File: config.mk
export PLATFORM = sky130hd
export DESIGN_NAME = ebm_sequencer
export DESIGN_NICKNAME = d
export VERILOG_FILES = /design/src/design/ebm_pkg.sv /design/src/design/ebm_sequencer.sv
export VERILOG_INCLUDE_DIRS = /design/src /design/src/design
export SDC_FILE = /design/constraint.sdc
export NUM_CORES = 1
export LEC_CHECK = 0
export BUFFER_PORTS_ARGS = -buffer_cell sky130_fd_sc_hd__buf_2
export CAP_MARGIN = 20
export CORE_UTILIZATION = 45
export CTS_CLUSTER_DIAMETER = 120
export DETAILED_ROUTE_END_ITERATION = 7
export PLACE_DENSITY_LB_ADDON = 0.3
export SYNTH_ARGS = -nofsm -noshare
export SYNTH_HDL_FRONTEND = slang
export SYNTH_SLANG_ARGS = --single-unit
File: constraint.sdc
create_clock -name clk_sys -period 2.4 [get_ports clk_sys]
set_clock_uncertainty 0.15 [all_clocks]
set_input_delay 0.36 -clock clk_sys [delete_from_list [all_inputs] [get_ports clk_sys]]
set_output_delay 0.36 -clock clk_sys [all_outputs]
set_load 0.02 [all_outputs]
File: src/design/ebm_params.svh
// Constants for the energy buffer mode sequencer: offsets, fields, resets.
// Assumes inclusion by bare name from the package and the sequencer module.
`ifndef EBM_PARAMS_SVH
`define EBM_PARAMS_SVH

// ----------------------------------------------------------------------
// Register offsets
// ----------------------------------------------------------------------
`define EBM_ADDR_STATUS     8'h00
`define EBM_ADDR_MODE       8'h08
`define EBM_ADDR_VOLT       8'h09
`define EBM_ADDR_BATT_CFG   8'h10
`define EBM_ADDR_EW_CFG     8'h11
`define EBM_ADDR_CAP_MAX    8'h12
`define EBM_ADDR_OPT_MARG   8'h13

// ----------------------------------------------------------------------
// Field positions
// ----------------------------------------------------------------------
`define EBM_MODE_OD_BIT     0
`define EBM_MODE_CM_BIT     1
`define EBM_MODE_ACT_BIT    2
`define EBM_MODE_CMD_MSB    2
`define EBM_MODE_STANDBY    3'h0
`define EBM_MODE_CONT       3'h2
`define EBM_ST_RDY_BIT      0
`define EBM_ST_EW_BIT       1
`define EBM_ST_ALRM_BIT     2
`define EBM_ST_LOWBAT_BIT   3
`define EBM_HIZ_BIT         4
`define EBM_ICH_MSB         7
`define EBM_ICH_LSB         5

// ----------------------------------------------------------------------
// Reset values
// ----------------------------------------------------------------------
`define EBM_RST_BYTE        8'h00
`define EBM_RST_BATT_CFG    8'h60
`define EBM_RST_VOLT        8'h00
`define EBM_RST_EW_CFG      8'h00
`define EBM_RST_CAP_MAX     8'h00
`define EBM_RST_OPT_MARG    8'h00

`endif

File: src/design/ebm_pkg.sv
// Types shared by the energy buffer mode sequencer.
// Assumes ebm_params.svh is on the include path.
`include "ebm_params.svh"

package ebm_pkg;

  // ----------------------------------------------------------------------
  // Sequencer states
  // ----------------------------------------------------------------------
  typedef enum logic [1:0] {
    EBM_ST_STANDBY = 2'b00,
    EBM_ST_CHARGE  = 2'b01,
    EBM_ST_READY   = 2'b10,
    EBM_ST_ACTIVE  = 2'b11
  } ebm_state_t;

  // ----------------------------------------------------------------------
  // Register access and configuration bundles
  // ----------------------------------------------------------------------
  typedef struct packed {
    logic       wr_en;
    logic       rd_en;
    logic [7:0] addr;
    logic [7:0] wdata;
  } ebm_reg_req_t;

  typedef struct packed {
    logic [7:0] volt;
    logic [7:0] batt_cfg;
    logic [7:0] ew_cfg;
    logic [7:0] cap_max;
    logic [7:0] opt_marg;
  } ebm_cfg_t;

  typedef struct packed {
    logic cap_charged;
    logic depletion_warning;
    logic regulation_lost;
    logic battery_low;
  } ebm_analog_t;

endpackage

File: src/design/ebm_sequencer.sv
// Mode sequencer of the energy buffer: register file, state, ready pin.
// Assumes a decoded register port from the serial front end and level
// indications from the converter, all synchronous to clk_sys.
`timescale 1ns/100ps
`include "ebm_params.svh"

module ebm_sequencer
  import ebm_pkg::*;
(
  // Clock and reset
  input  wire logic         clk_sys,
  input  wire logic         rst_n,
  // Register access from the serial interface
  input  wire ebm_reg_req_t reg_req,
  output      logic [7:0]   reg_rdata_ff,
  // Converter indications
  input  wire ebm_analog_t  analog_in,
  // Pins and converter controls
  output      logic         ready_pin_ff,
  output      logic         regulated_output_en_ff,
  output      ebm_state_t   state_ff,
  output      ebm_cfg_t     cfg_ff
);

  // ----------------------------------------------------------------------
  // Decode
  // ----------------------------------------------------------------------
  logic       mode_wr;
  logic       standby_wr;
  logic       cont_wr;
  logic [7:0] mode_ff;
  logic       ew_sticky_ff;
  logic       alrm_sticky_ff;
  logic [7:0] status_byte;
  ebm_state_t nxt_state;
  logic       ready_lvl;

  assign mode_wr    = reg_req.wr_en && (reg_req.addr == `EBM_ADDR_MODE);
  assign standby_wr = mode_wr &&
                      (reg_req.wdata[`EBM_MODE_CMD_MSB:0] == `EBM_MODE_STANDBY);
  assign cont_wr    = mode_wr &&
                      (reg_req.wdata[`EBM_MODE_CMD_MSB:0] == `EBM_MODE_CONT);
  // Ready means the store is charged; in on-demand this coincides with active
  assign ready_lvl  = (state_ff == EBM_ST_READY) || (state_ff == EBM_ST_ACTIVE);

  // ----------------------------------------------------------------------
  // Mode and configuration registers
  // ----------------------------------------------------------------------
  always_ff @(posedge clk_sys) begin
    if (!rst_n) begin
      mode_ff <= `EBM_RST_BYTE;
    end else if (mode_wr) begin
      mode_ff <= reg_req.wdata;
    end
  end

  always_ff @(posedge clk_sys) begin
    if (!rst_n) begin
      cfg_ff.volt     <= `EBM_RST_VOLT;
      cfg_ff.batt_cfg <= `EBM_RST_BATT_CFG;
      cfg_ff.ew_cfg   <= `EBM_RST_EW_CFG;
      cfg_ff.cap_max  <= `EBM_RST_CAP_MAX;
      cfg_ff.opt_marg <= `EBM_RST_OPT_MARG;
    end else if (reg_req.wr_en) begin
      case (reg_req.addr)
        `EBM_ADDR_VOLT:     cfg_ff.volt     <= reg_req.wdata;
        `EBM_ADDR_BATT_CFG: cfg_ff.batt_cfg <= reg_req.wdata;
        `EBM_ADDR_EW_CFG:   cfg_ff.ew_cfg   <= reg_req.wdata;
        `EBM_ADDR_CAP_MAX:  cfg_ff.cap_max  <= reg_req.wdata;
        `EBM_ADDR_OPT_MARG: cfg_ff.opt_marg <= reg_req.wdata;
        default: begin
        end
      endcase
    end
  end

  // ----------------------------------------------------------------------
  // Sequencer state
  // ----------------------------------------------------------------------
  always_comb begin
    nxt_state = state_ff;
    case (state_ff)
      EBM_ST_STANDBY: begin
        if (mode_wr && (reg_req.wdata[`EBM_MODE_OD_BIT] || reg_req.wdata[`EBM_MODE_CM_BIT])) begin
          nxt_state = EBM_ST_CHARGE;
        end
      end
      EBM_ST_CHARGE: begin
        // On-demand goes straight to regulation once the store is full
        if (analog_in.cap_charged) begin
          nxt_state = mode_ff[`EBM_MODE_OD_BIT] ? EBM_ST_ACTIVE : EBM_ST_READY;
        end
      end
      EBM_ST_READY: begin
        if (mode_wr && reg_req.wdata[`EBM_MODE_ACT_BIT]) begin
          nxt_state = EBM_ST_ACTIVE;
        end
      end
      EBM_ST_ACTIVE: begin
        if (cont_wr) begin
          nxt_state = EBM_ST_CHARGE;
        end
      end
      default: nxt_state = EBM_ST_STANDBY;
    endcase
    // Standby command overrides every state
    if (standby_wr) begin
      nxt_state = EBM_ST_STANDBY;
    end
  end

  always_ff @(posedge clk_sys) begin
    if (!rst_n) begin
      state_ff <= EBM_ST_STANDBY;
    end else begin
      state_ff <= nxt_state;
    end
  end

  // ----------------------------------------------------------------------
  // Sticky indications, cleared by the standby command
  // ----------------------------------------------------------------------
  // A new event in the clearing cycle wins so it is never lost
  always_ff @(posedge clk_sys) begin
    if (!rst_n) begin
      ew_sticky_ff <= 1'b0;
    end else if (analog_in.depletion_warning) begin
      ew_sticky_ff <= 1'b1;
    end else if (standby_wr) begin
      ew_sticky_ff <= 1'b0;
    end
  end

  always_ff @(posedge clk_sys) begin
    if (!rst_n) begin
      alrm_sticky_ff <= 1'b0;
    end else if (analog_in.regulation_lost && (state_ff == EBM_ST_ACTIVE)) begin
      alrm_sticky_ff <= 1'b1;
    end else if (standby_wr) begin
      alrm_sticky_ff <= 1'b0;
    end
  end

  // ----------------------------------------------------------------------
  // Pins
  // ----------------------------------------------------------------------
  // Warning under load pulls the ready pin low so a GPIO alone suffices
  always_ff @(posedge clk_sys) begin
    if (!rst_n) begin
      ready_pin_ff <= 1'b0;
    end else begin
      ready_pin_ff <= ready_lvl &&
                      !((state_ff == EBM_ST_ACTIVE) && analog_in.depletion_warning);
    end
  end

  always_ff @(posedge clk_sys) begin
    if (!rst_n) begin
      regulated_output_en_ff <= 1'b0;
    end else begin
      regulated_output_en_ff <= (nxt_state == EBM_ST_ACTIVE) ||
                                !cfg_ff.batt_cfg[`EBM_HIZ_BIT];
    end
  end

  // ----------------------------------------------------------------------
  // Read path
  // ----------------------------------------------------------------------
  always_comb begin
    status_byte = `EBM_RST_BYTE;
    status_byte[`EBM_ST_RDY_BIT]    = ready_lvl;
    status_byte[`EBM_ST_EW_BIT]     = ew_sticky_ff;
    status_byte[`EBM_ST_ALRM_BIT]   = alrm_sticky_ff;
    status_byte[`EBM_ST_LOWBAT_BIT] = analog_in.battery_low;
  end

  always_ff @(posedge clk_sys) begin
    if (!rst_n) begin
      reg_rdata_ff <= `EBM_RST_BYTE;
    end else if (reg_req.rd_en) begin
      case (reg_req.addr)
        `EBM_ADDR_STATUS:   reg_rdata_ff <= status_byte;
        `EBM_ADDR_MODE:     reg_rdata_ff <= mode_ff;
        `EBM_ADDR_VOLT:     reg_rdata_ff <= cfg_ff.volt;
        `EBM_ADDR_BATT_CFG: reg_rdata_ff <= cfg_ff.batt_cfg;
        `EBM_ADDR_EW_CFG:   reg_rdata_ff <= cfg_ff.ew_cfg;
        `EBM_ADDR_CAP_MAX:  reg_rdata_ff <= cfg_ff.cap_max;
        `EBM_ADDR_OPT_MARG: reg_rdata_ff <= cfg_ff.opt_marg;
        default:            reg_rdata_ff <= `EBM_RST_BYTE;
      endcase
    end
  end

  localparam logic [7:0] RST_BATT_CFG = `EBM_RST_BATT_CFG;
endmodule

After elaboration in Yosys (flattened, before gate mapping)
Cells that the tools add are included.
{"block": "word_totals", "register_bits": 62, "latch_bits": 0, "mem_bits_rw": 0, "romBits": 0, "word_cells": 57, "output_inout_bits": 52, "memories": 0}
{"block": "classes", "reduce_logical": 23, "mul": 0, "add_sub_neg": 0, "n_shift": 0, "eq_ne": 11, "n_lt_le_gt_ge": 0, "n_mux": 11, "div": 0, "n_bitwise": 0}
{"operator": "one-hot mux 8 bit (7 select lines)", "count": 1}
{"operator": "equality test 8 x 5 -> 1 bit (second input constant)", "count": 4}
{"operator": "equality test 8 x 4 -> 1 bit (second input constant)", "count": 2}
{"operator": "two-way mux 2 bit", "count": 5}
{"operator": "AND reduction 2 bit", "count": 5}
{"operator": "logical AND 1 bit", "count": 8}
{"operator": "logical NOT 8 bit", "count": 1}
{"operator": "one-hot mux 2 bit (4 select lines)", "count": 1}
{"operator": "equality test 2 bit (second input constant)", "count": 3}
{"operator": "two-way mux 1 bit", "count": 4}
{"operator": "nonzero test 2 bit", "count": 2}
{"operator": "equality test 3 x 2 -> 1 bit (second input constant)", "count": 1}
{"operator": "logical NOT 3 bit", "count": 1}
{"operator": "logical OR 1 bit", "count": 3}
{"operator": "equality test 2 x 1 -> 1 bit (second input constant)", "count": 1}
{"operator": "logical NOT 1 bit", "count": 2}
{"operator": "logical NOT 2 bit", "count": 1}

Depth between registers and ports, before layout
Gate-level depths: netlist (run 1).
{"block": "logic_depth", "word_depth": 8, "mapped_depth": 6, "depth_no_buf": 5}

Worst setup path after synthesis (run 1)
OpenSTA, ideal clock, no wires.
{"block": "synth_timing", "path_type": "input -> register", "startpoint": "in reg_req[15] (netlist name)", "endpoint": "reg regulated_output_en_ff", "n_path_buf": 1, "arrival_time_ps": 1784, "setup_time_ps": 130, "t_required_ps": 2120, "cell_stages": 6, "path_slack_ps": 337, "cell_sequence": "or4_4 nor3b_2 nand3_1 buf_2 o311ai_2 o22ai_1"}
{"block": "synth_via", "elab_chain_len": 8, "elab_cells_between_ends": 13}
{"item": "from (decl)", "line": "ebm_sequencer.sv:14", "rtl": "input wire ebm_reg_req_t reg_req,"}
{"item": "equality test 8 x 4 -> 1 bit (*)"}
{"item": "logical AND 1 bit (*)", "line": "ebm_sequencer.sv:38", "rtl": "assign mode_wr = reg_req.wr_en && (reg_req.addr == `EBM_ADDR_MODE);"}
{"item": "logical AND 1 bit (on tied branches)", "line": "ebm_sequencer.sv:41, ebm_sequencer.sv:84, ebm_sequencer.sv:95"}
{"item": "two-way mux 2 bit (on tied branches)", "line": "ebm_sequencer.sv:100, ebm_sequencer.sv:84, ebm_sequencer.sv:95"}
{"item": "one-hot mux 2 bit (4 select lines)", "line": "ebm_sequencer.sv:82", "rtl": "case (state_ff)"}
{"item": "two-way mux 2 bit (*)", "line": "ebm_sequencer.sv:107", "rtl": "if (standby_wr) begin"}
{"item": "equality test 2 bit (*)", "line": "ebm_sequencer.sv:161", "rtl": "regulated_output_en_ff <= (nxt_state == EBM_ST_ACTIVE) ||"}
{"item": "logical OR 1 bit (*)", "line": "ebm_sequencer.sv:161"}
{"item": "to (signal assigned)", "line": "ebm_sequencer.sv:161"}
{"item": "to (decl)", "line": "ebm_sequencer.sv:20", "rtl": "output logic regulated_output_en_ff,"}
Mark *: on every way between the ends. The rest lies on a longest branch, timed or not.
A chain may end at the register's enable or synchronous reset.

Final worst setup path (run 1)
{"block": "layout_timing", "startpoint": "in reg_req[15] (netlist name)", "endpoint": "reg reg_rdata_ff[2]"}
{"block": "layout_via", "elab_chain_len": 2, "elab_cells_between_ends": 8}
{"item": "equality test 8 x 5 -> 1 bit (tied with other cells)", "line": "ebm_sequencer.sv:181", "rtl": "case (reg_req.addr)"}
{"item": "one-hot mux 8 bit (7 select lines) (*)", "line": "ebm_sequencer.sv:181"}
{"item": "to (signal assigned)", "line": "ebm_sequencer.sv:182", "rtl": "`EBM_ADDR_STATUS: reg_rdata_ff <= status_byte;"}
{"item": "to (signal assigned)", "line": "ebm_sequencer.sv:183", "rtl": "`EBM_ADDR_MODE: reg_rdata_ff <= mode_ff;"}
{"item": "to (signal assigned)", "line": "ebm_sequencer.sv:184", "rtl": "`EBM_ADDR_VOLT: reg_rdata_ff <= cfg_ff.volt;"}
{"item": "to (decl)", "line": "ebm_sequencer.sv:15", "rtl": "output logic [7:0] reg_rdata_ff,"}
Marked as above.

==> results.py, run 1 <==
metrics = {
    "worst_hold_path": {
        "min_path_type": "input port to flip-flop",
    },
    "worst_setup_path": {
        "cp_slowest_cell": "or4b_1",
        "critPathCaptureType": "flip-flop",
        "critPathRequiredTime_ns": 2.53,
        "arrival_ns": 2.08,
        "crit_chain": "buf_2, or4_4, or4b_1, o22a_1, o21ai_2, a22o_1",
        "cp_max_fo": 8,
        "crit_buf_inv": 1,
        "crit_type": "input port to flip-flop",
        "critPathTopFamily": "simple AND/OR/NAND/NOR gates",
        "slowest_delay_ns": 0.66,
        "start_kind": "input port",
    },
    "floorplan": {
        "initial_core_util_pct": 46.56,
        "rows": 28,
        "coreArea_sq_um": 5921,
        "die_y_um": 80.27,
        "die_x_um": 80.27,
        "die_area_sq_um": 6442,
        "io_pins": 76,
    },
    "sta": {
        "timing.fmax_ghz": 0.5134,
        "setup-tns-final_ns": 0,
        "finalHoldViolations": 0,
        "tightestPinTransition_ns": 0.5353,
        "setup_viol": 0,
        "fin_crit_ns": 1.948,
        "finalWorstSetupSlack_ns": 0.4522,
        "relSlewSlack_pct": 64.18,
        "whs_ns": 0.06807,
        "grt_setup_unrepaired": "no",
        "finalCritPeriodShare_pct": 81.16,
        "maxSlewViolCount": 0,
    },
    "place": {
        "gp_congestion": 0.8874,
        "placed_cells": 424,
        "place_ws_ns": 0.1059,
        "dp_hpwl_um": 4930,
        "postPlaceCellArea_sq_um": 3263,
        "place.port_buffers": 75,
    },
    "global_routing": {
        "antenna_found_initial": 0,
        "grt_pass1_wl_um": 11010,
        "grt_overflow_total": 0,
        "grt_max_degree": 51,
        "grt_pass1_vias": 2217,
        "grt_use_total_pct": 23.29,
    },
    "finish": {
        "diodes": 0,
        "fin_area_sq_um": 3437,
        "drive_above_1_share_pct": 32.69,
        "nets": 384,
        "final_util_pct": 58.05,
        "fin_cells": 439,
        "area_growth_pct": 24.69,
    },
    "synth": {
        "ys_seq_area_share_pct": 45.03,
        "yosys.area.top_type": "dfxtp_1",
        "ys_ff_latch": 62,
        "yosys_warnings": 0,
        "synth_top_area_share_pct": 45.03,
        "synth_compound_gate_area_share_pct": 9.623,
        "synthMuxAreaShare_pct": 25.51,
        "synthAdderAreaFrac_pct": 0,
        "synth_area_sq_um": 2756,
        "yosys.area_share.simple_pct": 17.20,
        "synth_xor_area_share_pct": 0,
        "syn_nets": 302,
        "synth_cell_type_count": 46,
        "synth_area_leaders": "dfxtp_1 45%, mux2i_1 21%, nor2_1 7.5%, mux4_2 3.3%, nand2_1 2.0%",
        "synth_top_family_by_area": "multiplexers",
        "async_flop_share_pct": 0,
        "syn_inst": 278,
        "synth_edf_count": 0,
        "synth.avg_cell_area_sq_um": 9.915,
        "synthFlopType": "dfxtp_1",
    },
    "clock_network": {
        "post_cts_buffers": 0,
        "cts.sinks": 62,
        "ctsResizeCount": 0,
        "cts_buffers": 9,
        "clkLatencyLatePin_ns": 0.33,
        "clock-root-buffer": "clkbuf_8",
        "hold_buffers": 0,
        "clock_path_buffers": 2,
        "clk_pin_slew_ns": 0.07,
        "cts_tree": "built",
        "cts_max_level": 3,
    },
    "pwr": {
        "cellLeakagePower_nw": 1.623,
        "ir_drop_mv": 0.3351,
        "finalPower_mw": 1.965,
        "p_per_area_nw_per_um2": 571.8,
    },
    "route": {
        "wire_per_inst_um": 16.06,
        "first_iter_violations": 135,
        "num_vias": 2400,
        "route.detailed.drc": 0,
        "dr.pass1.iters": 6,
        "wl_um": 7052,
        "ant_nets": 0,
        "vias_per_cell": 5.467,
    },
    "outcome": {
        "status": "finished, final reports clean",
    },
    "run": {
        "drv_cap": 0,
    },
}
[cells in the final DEF (no fill, tap or decap), drive strengths merged]
| master | Yosys | routed |
|---|---|---|
| and3 | 1 | 1 |
| o22a | 1 | 1 |
| clkinvlp | 0 | 1 |
| clkinv | 1 | 4 |
| o41ai | 1 | 1 |
| a311oi | 1 | 1 |
| nand3 | 5 | 5 |
| buf | 7 | 87 |
| nor4 | 1 | 1 |
| or4 | 1 | 1 |
| nor3b | 2 | 2 |
| nand3b | 3 | 3 |
| o311ai | 1 | 1 |
| mux2 | 2 | 2 |
| o22ai | 2 | 2 |
| nor3 | 3 | 3 |
| or2b | 1 | 1 |
| clkbuf | 9 | 11 |
| a2bb2oi | 3 | 3 |
| mux4 | 4 | 4 |
| nand4 | 2 | 2 |
| o32ai | 2 | 2 |
| or4b | 1 | 1 |
| or2 | 1 | 1 |
| mux2i | 59 | 59 |
| nor2b | 3 | 3 |
| o2bb2ai | 4 | 4 |
| dfxtp | 62 | 62 |
| a21o | 1 | 1 |
| o21ai | 6 | 6 |
| nand2 | 15 | 15 |
| a21oi | 6 | 6 |
| a32oi | 1 | 1 |
| and2 | 1 | 1 |
| or3b | 1 | 1 |
| a22o | 5 | 5 |
| inv | 1 | 1 |
| a21boi | 1 | 1 |
| nor2 | 57 | 57 |
[report_power, final]
part	switching [mW]	leakage (nW)	internal, mW	total [mW]
Combinational	0.0758	1.03	0.0392	0.115
Sequential	0.00154	0.500	1.03	1.03
Clock	0.398	0.0910	0.420	0.817
Total	0.475	1.62	1.49	1.97
[flip-flops by register name (all words and copies together) (netlist names)]
name and count:
mode_ff 8, regulated_output_en_ff 1, cfg_ff 40, alrm_sticky_ff 1
ready_pin_ff 1, state_ff 2, ew_sticky_ff 1, reg_rdata_ff 8
[layout make-up]
cell class                 instances  area [sq um]
timing repair buffer              87         478.0
clock buffer                      11         151.4
inverter                           2         7.507
fill                             525          2484
clock inverter                     4         22.52
sequential                        62          1241
multi-input combinational        198          1443
tap                               75         93.84
[cell families (layout without fill, tap and decap cells)]
| family | after synthesis | in the layout |
|---|---|---|
| multiplexers | 65 | 65 |
| AO/OA/AOI/OAI | 35 | 35 |
| buffers and inverters | 18 | 104 |
| flip-flops | 62 | 62 |
| AND/OR/NAND/NOR | 98 | 98 |
[synthesized netlist by cell type (all sizes together) (4+ instances only)]
| cell type | count |
|---|---|
| clkbuf | 9 |
| nand3 | 5 |
| mux2i | 59 |
| nor2 | 57 |
| buf | 7 |
| nand2 | 15 |
| dfxtp | 62 |
| o21ai | 6 |
| o2bb2ai | 4 |
| a22o | 5 |
| a21oi | 6 |
| mux4 | 4 |
[per-layer routing]
metal	routed length [um]	global-route usage [%]
met1	3378	31.44
met3	340	4.432
met5	0	0
met2	3118	34.70
met4	215	12.86
[worst paths after layout]
kind                                     start                      endpoint  slack, ns  cells past startpoint
setup / recovery                   reg_req[15]  reg_rdata_ff[2]$_SDFFE_PN0P_       0.45                      6
hold / removal                    analog_in[2]       ready_pin_ff$_SDFF_PN0_       0.07                      2
setup reg to reg       cfg_ff[28]$_SDFFE_PN0P_  reg_rdata_ff[4]$_SDFFE_PN0P_       0.99                      3
hold reg to reg   reg_rdata_ff[3]$_SDFFE_PN0P_  reg_rdata_ff[3]$_SDFFE_PN0P_       0.30                      2
(Power assumes the default switching activity.)
==> run 2, diff against run 1 <==
--- a/config.mk
+++ b/config.mk
@@ -6,6 +6,7 @@
 export SDC_FILE = /design/constraint.sdc
 export NUM_CORES = 1
 export LEC_CHECK = 0
+export ABC_AREA = 1
 export BUFFER_PORTS_ARGS = -buffer_cell sky130_fd_sc_hd__buf_2
 export CAP_MARGIN = 20
 export CORE_UTILIZATION = 45
==> constraint.sdc (replaced) <==
create_clock -name clk_sys -period 1.87 [get_ports clk_sys]
set_clock_uncertainty 0.15 [all_clocks]
set_input_delay 0.2805 -clock clk_sys [delete_from_list [all_inputs] [get_ports clk_sys]]
set_output_delay 0.2805 -clock clk_sys [all_outputs]
set_load 0.02 [all_outputs]
==> run 2 against run 1 <==
Clock-buffer cell count is 1 higher. Global-route usage is 2.6 points higher. Utilization is 2.1 points lower. Sequential power is 29% higher. Cell count is 31% higher. Die area is 6.2% higher. Sequential share of layout area is 0.95 points lower. Synthesized area is 6.4% higher. Non-clock buffer count is 6 lower. Flip-flop and latch count stayed put. Critical path type unchanged. Largest power group unchanged.
==> results.py, run 2 <==
metrics = {
    "outcome": {
        "status": "finished, final reports clean",
    },
    "worst_setup_path": {
        "r2r_slack_ns": 0.59,
        "arrival_ns": 1.57,
        "rr_startpoint": "state_ff[0]$_SDFF_PN0_",
        "cp_num_cells": 11,
        "slowest_delay_ns": 0.23,
        "cp_max_fo": 12,
        "critical_path.most_common_cell": "nand2_1",
        "crit_buf_inv": 2,
        "rr_worst_depth": 6,
        "reg2reg_to": "regulated_output_en_ff$_SDFF_PN0_",
        "crit_chain": "buf_2, nor2_1, nand2_1, inv_4, nand2_4, nor2_4, nand2_1, nand3_1, nor2_1, nand2_1, nand2_1",
        "critPathRequiredTime_ns": 1.95,
        "crit_type": "input port to flip-flop",
        "start_kind": "input port",
        "critPathCaptureType": "flip-flop",
        "critPathTopFamily": "simple AND/OR/NAND/NOR gates",
        "cp_slowest_cell": "nor2_4",
        "crit_path_start": "reg_req[15]",
        "endpoint": "regulated_output_en_ff$_SDFF_PN0_",
    },
    "synth": {
        "syn_nets": 444,
        "async_flop_share_pct": 0,
        "syn_inst": 420,
        "synth_area_sq_um": 2932,
        "ys_ff_latch": 62,
        "ys_seq_area_share_pct": 42.34,
        "synthFlopType": "dfxtp_1",
        "synth.avg_cell_area_sq_um": 6.980,
        "yosys.area.top_type": "dfxtp_1",
        "synth_edf_count": 0,
        "synth_area_leaders": "dfxtp_1 42%, nand2_1 10%, a21oi_1 8.2%, nand3_1 8.0%, inv_1 6.8%",
        "yosys_warnings": 0,
        "synthTopCellsByCount": "78 x nand2_1, 62 x dfxtp_1, 53 x inv_1",
        "synth_cell_type_count": 24,
        "yosysMostFrequentCell": "nand2_1",
        "synth_top_area_share_pct": 42.34,
    },
    "route": {
        "wl_um": 8264,
        "num_vias": 2996,
        "ant_nets": 0,
        "route.detailed.drc": 0,
        "vias_per_cell": 5.201,
        "dr.pass1.iters": 5,
        "wire_per_inst_um": 14.35,
        "first_iter_violations": 288,
    },
    "finish": {
        "layout_common_cells": "78 x nand2_1, 75 x buf_2, 62 x dfxtp_1",
        "final_common_cell": "nand2_1",
        "diodes": 0,
        "largest_reg_flops": 40,
        "nets": 520,
        "area_growth_pct": 20.40,
        "fin_area_sq_um": 3530,
        "fillers": 644,
        "drive_above_1_share_pct": 23.65,
        "top_register": "cfg_ff",
        "largestRegisters": "cfg_ff (40), mode_ff (8), reg_rdata_ff (8)",
    },
    "global_routing": {
        "grt_use_total_pct": 25.88,
        "grt_pass1_wl_um": 12680,
        "grt_max_degree": 31,
        "grt_pass1_vias": 2565,
        "antenna_found_initial": 0,
        "grt_overflow_total": 0,
    },
    "pwr": {
        "ir_drop_mv": 0.3922,
        "p_per_area_nw_per_um2": 703.0,
        "cellLeakagePower_nw": 1.629,
    },
    "sta": {
        "fin_crit_ns": 1.497,
        "relSlewSlack_pct": 69.32,
        "setup_viol": 0,
        "timing.fmax_ghz": 0.6681,
        "finalHoldViolations": 0,
        "finalCritPeriodShare_pct": 80.04,
        "tightestPinTransition_ns": 0.4573,
        "maxSlewViolCount": 0,
        "grt_setup_unrepaired": "no",
        "setup-tns-final_ns": 0,
    },
    "floorplan": {
        "coreArea_sq_um": 6314,
        "initial_core_util_pct": 46.43,
        "die_y_um": 82.71,
        "rows": 29,
        "die_x_um": 82.71,
        "io_pins": 76,
        "die_area_sq_um": 6841,
    },
    "clock_network": {
        "cts.sinks": 62,
        "post_cts_buffers": 0,
        "cts_max_level": 3,
        "clock-root-buffer": "clkbuf_8",
        "cts_buffers": 9,
        "clk_pin_slew_ns": 0.06,
        "clock_path_buffers": 2,
        "clkLatencyLatePin_ns": 0.33,
        "hold_buffers": 1,
        "cts_tree": "built",
        "ctsResizeCount": 0,
    },
    "worst_hold_path": {
        "min_path_type": "input port to flip-flop",
        "hp-start": "analog_in[1]",
    },
    "place": {
        "gp_congestion": 0.9346,
        "dp_hpwl_um": 6142,
        "place.port_buffers": 75,
        "postPlaceCellArea_sq_um": 3364,
    },
    "run": {
        "drv_cap": 0,
    },
}
## run 2: worst min-delay path, stage by stage
cell	delay [ns]
buf_2	0.09
nand3_1	0.07
a21oi_1	0.06
## run 2: cell families (layout without fill, tap and decap cells)
family,count (synthesis),in the layout,synth area share (%)
buffers and inverters,77,156,11.01
flip-flops,62,62,42.34
AO/OA/AOI/OAI,96,96,16.90
AND/OR/NAND/NOR,185,185,29.75
## run 2: cell type report
type | count | area (sq um) | area share [%]
multi-input cells | 281 | 1368 | 38.75
flip-flops and latches | 62 | 1241 | 35.16
repair buffers | 81 | 435.4 | 12.34
inverters | 61 | 234.0 | 6.629
clock buffers | 12 | 145.1 | 4.112
well taps | 77 | 96.34 | 2.730
clock inverters | 2 | 10.01 | 0.2836
## run 2: per-layer routing
| metal | share of wire [%] | global-route usage [%] |
|---|---|---|
| met3 | 7.0 | 5.495 |
| met4 | 2.6 | 11.90 |
| met1 | 44 | 33.71 |
| met5 | 0 | 0 |
| met2 | 46 | 40.74 |
## run 2: worst min path at each step
stage | depth (start not counted) | slack [ns] | end
3_5_place_dp | 2 | 0.30 | reg_rdata_ff[0]$_SDFFE_PN0P_
2_1_floorplan | 1 | 0.23 | ready_pin_ff$_SDFF_PN0_
4_1_cts | 3 | 0.06 | alrm_sticky_ff$_SDFFE_PN0P_
6_report | 3 | 0.07 | alrm_sticky_ff$_SDFFE_PN0P_
5_1_grt | 3 | 0.08 | alrm_sticky_ff$_SDFFE_PN0P_
3_3_place_gp | 2 | 0.30 | reg_rdata_ff[2]$_SDFFE_PN0P_
## run 2: power breakdown
group	total (mW)	leakage, nW	switching [mW]	internal [mW]
combinational	0.169	1.05	0.121	0.0488
clock	0.984	0.0821	0.485	0.499
sequential	1.33	0.500	0.00294	1.33
## run 2: through the flow
stage	instances	setup WS, ns	utilization [%]	hold WS (ns)	total power, mW
2_1_floorplan	420	0.4557	-	0.2293	1.450
3_3_place_gp	561	0.07383	53.29	0.3032	1.521
3_5_place_dp	561	0.03904	53.29	0.3028	1.524
4_1_cts	576	0.3938	55.91	0.06205	2.495
5_1_grt	576	0.2653	55.91	0.07850	2.577
6_report	576	0.3732	55.91	0.06920	2.481
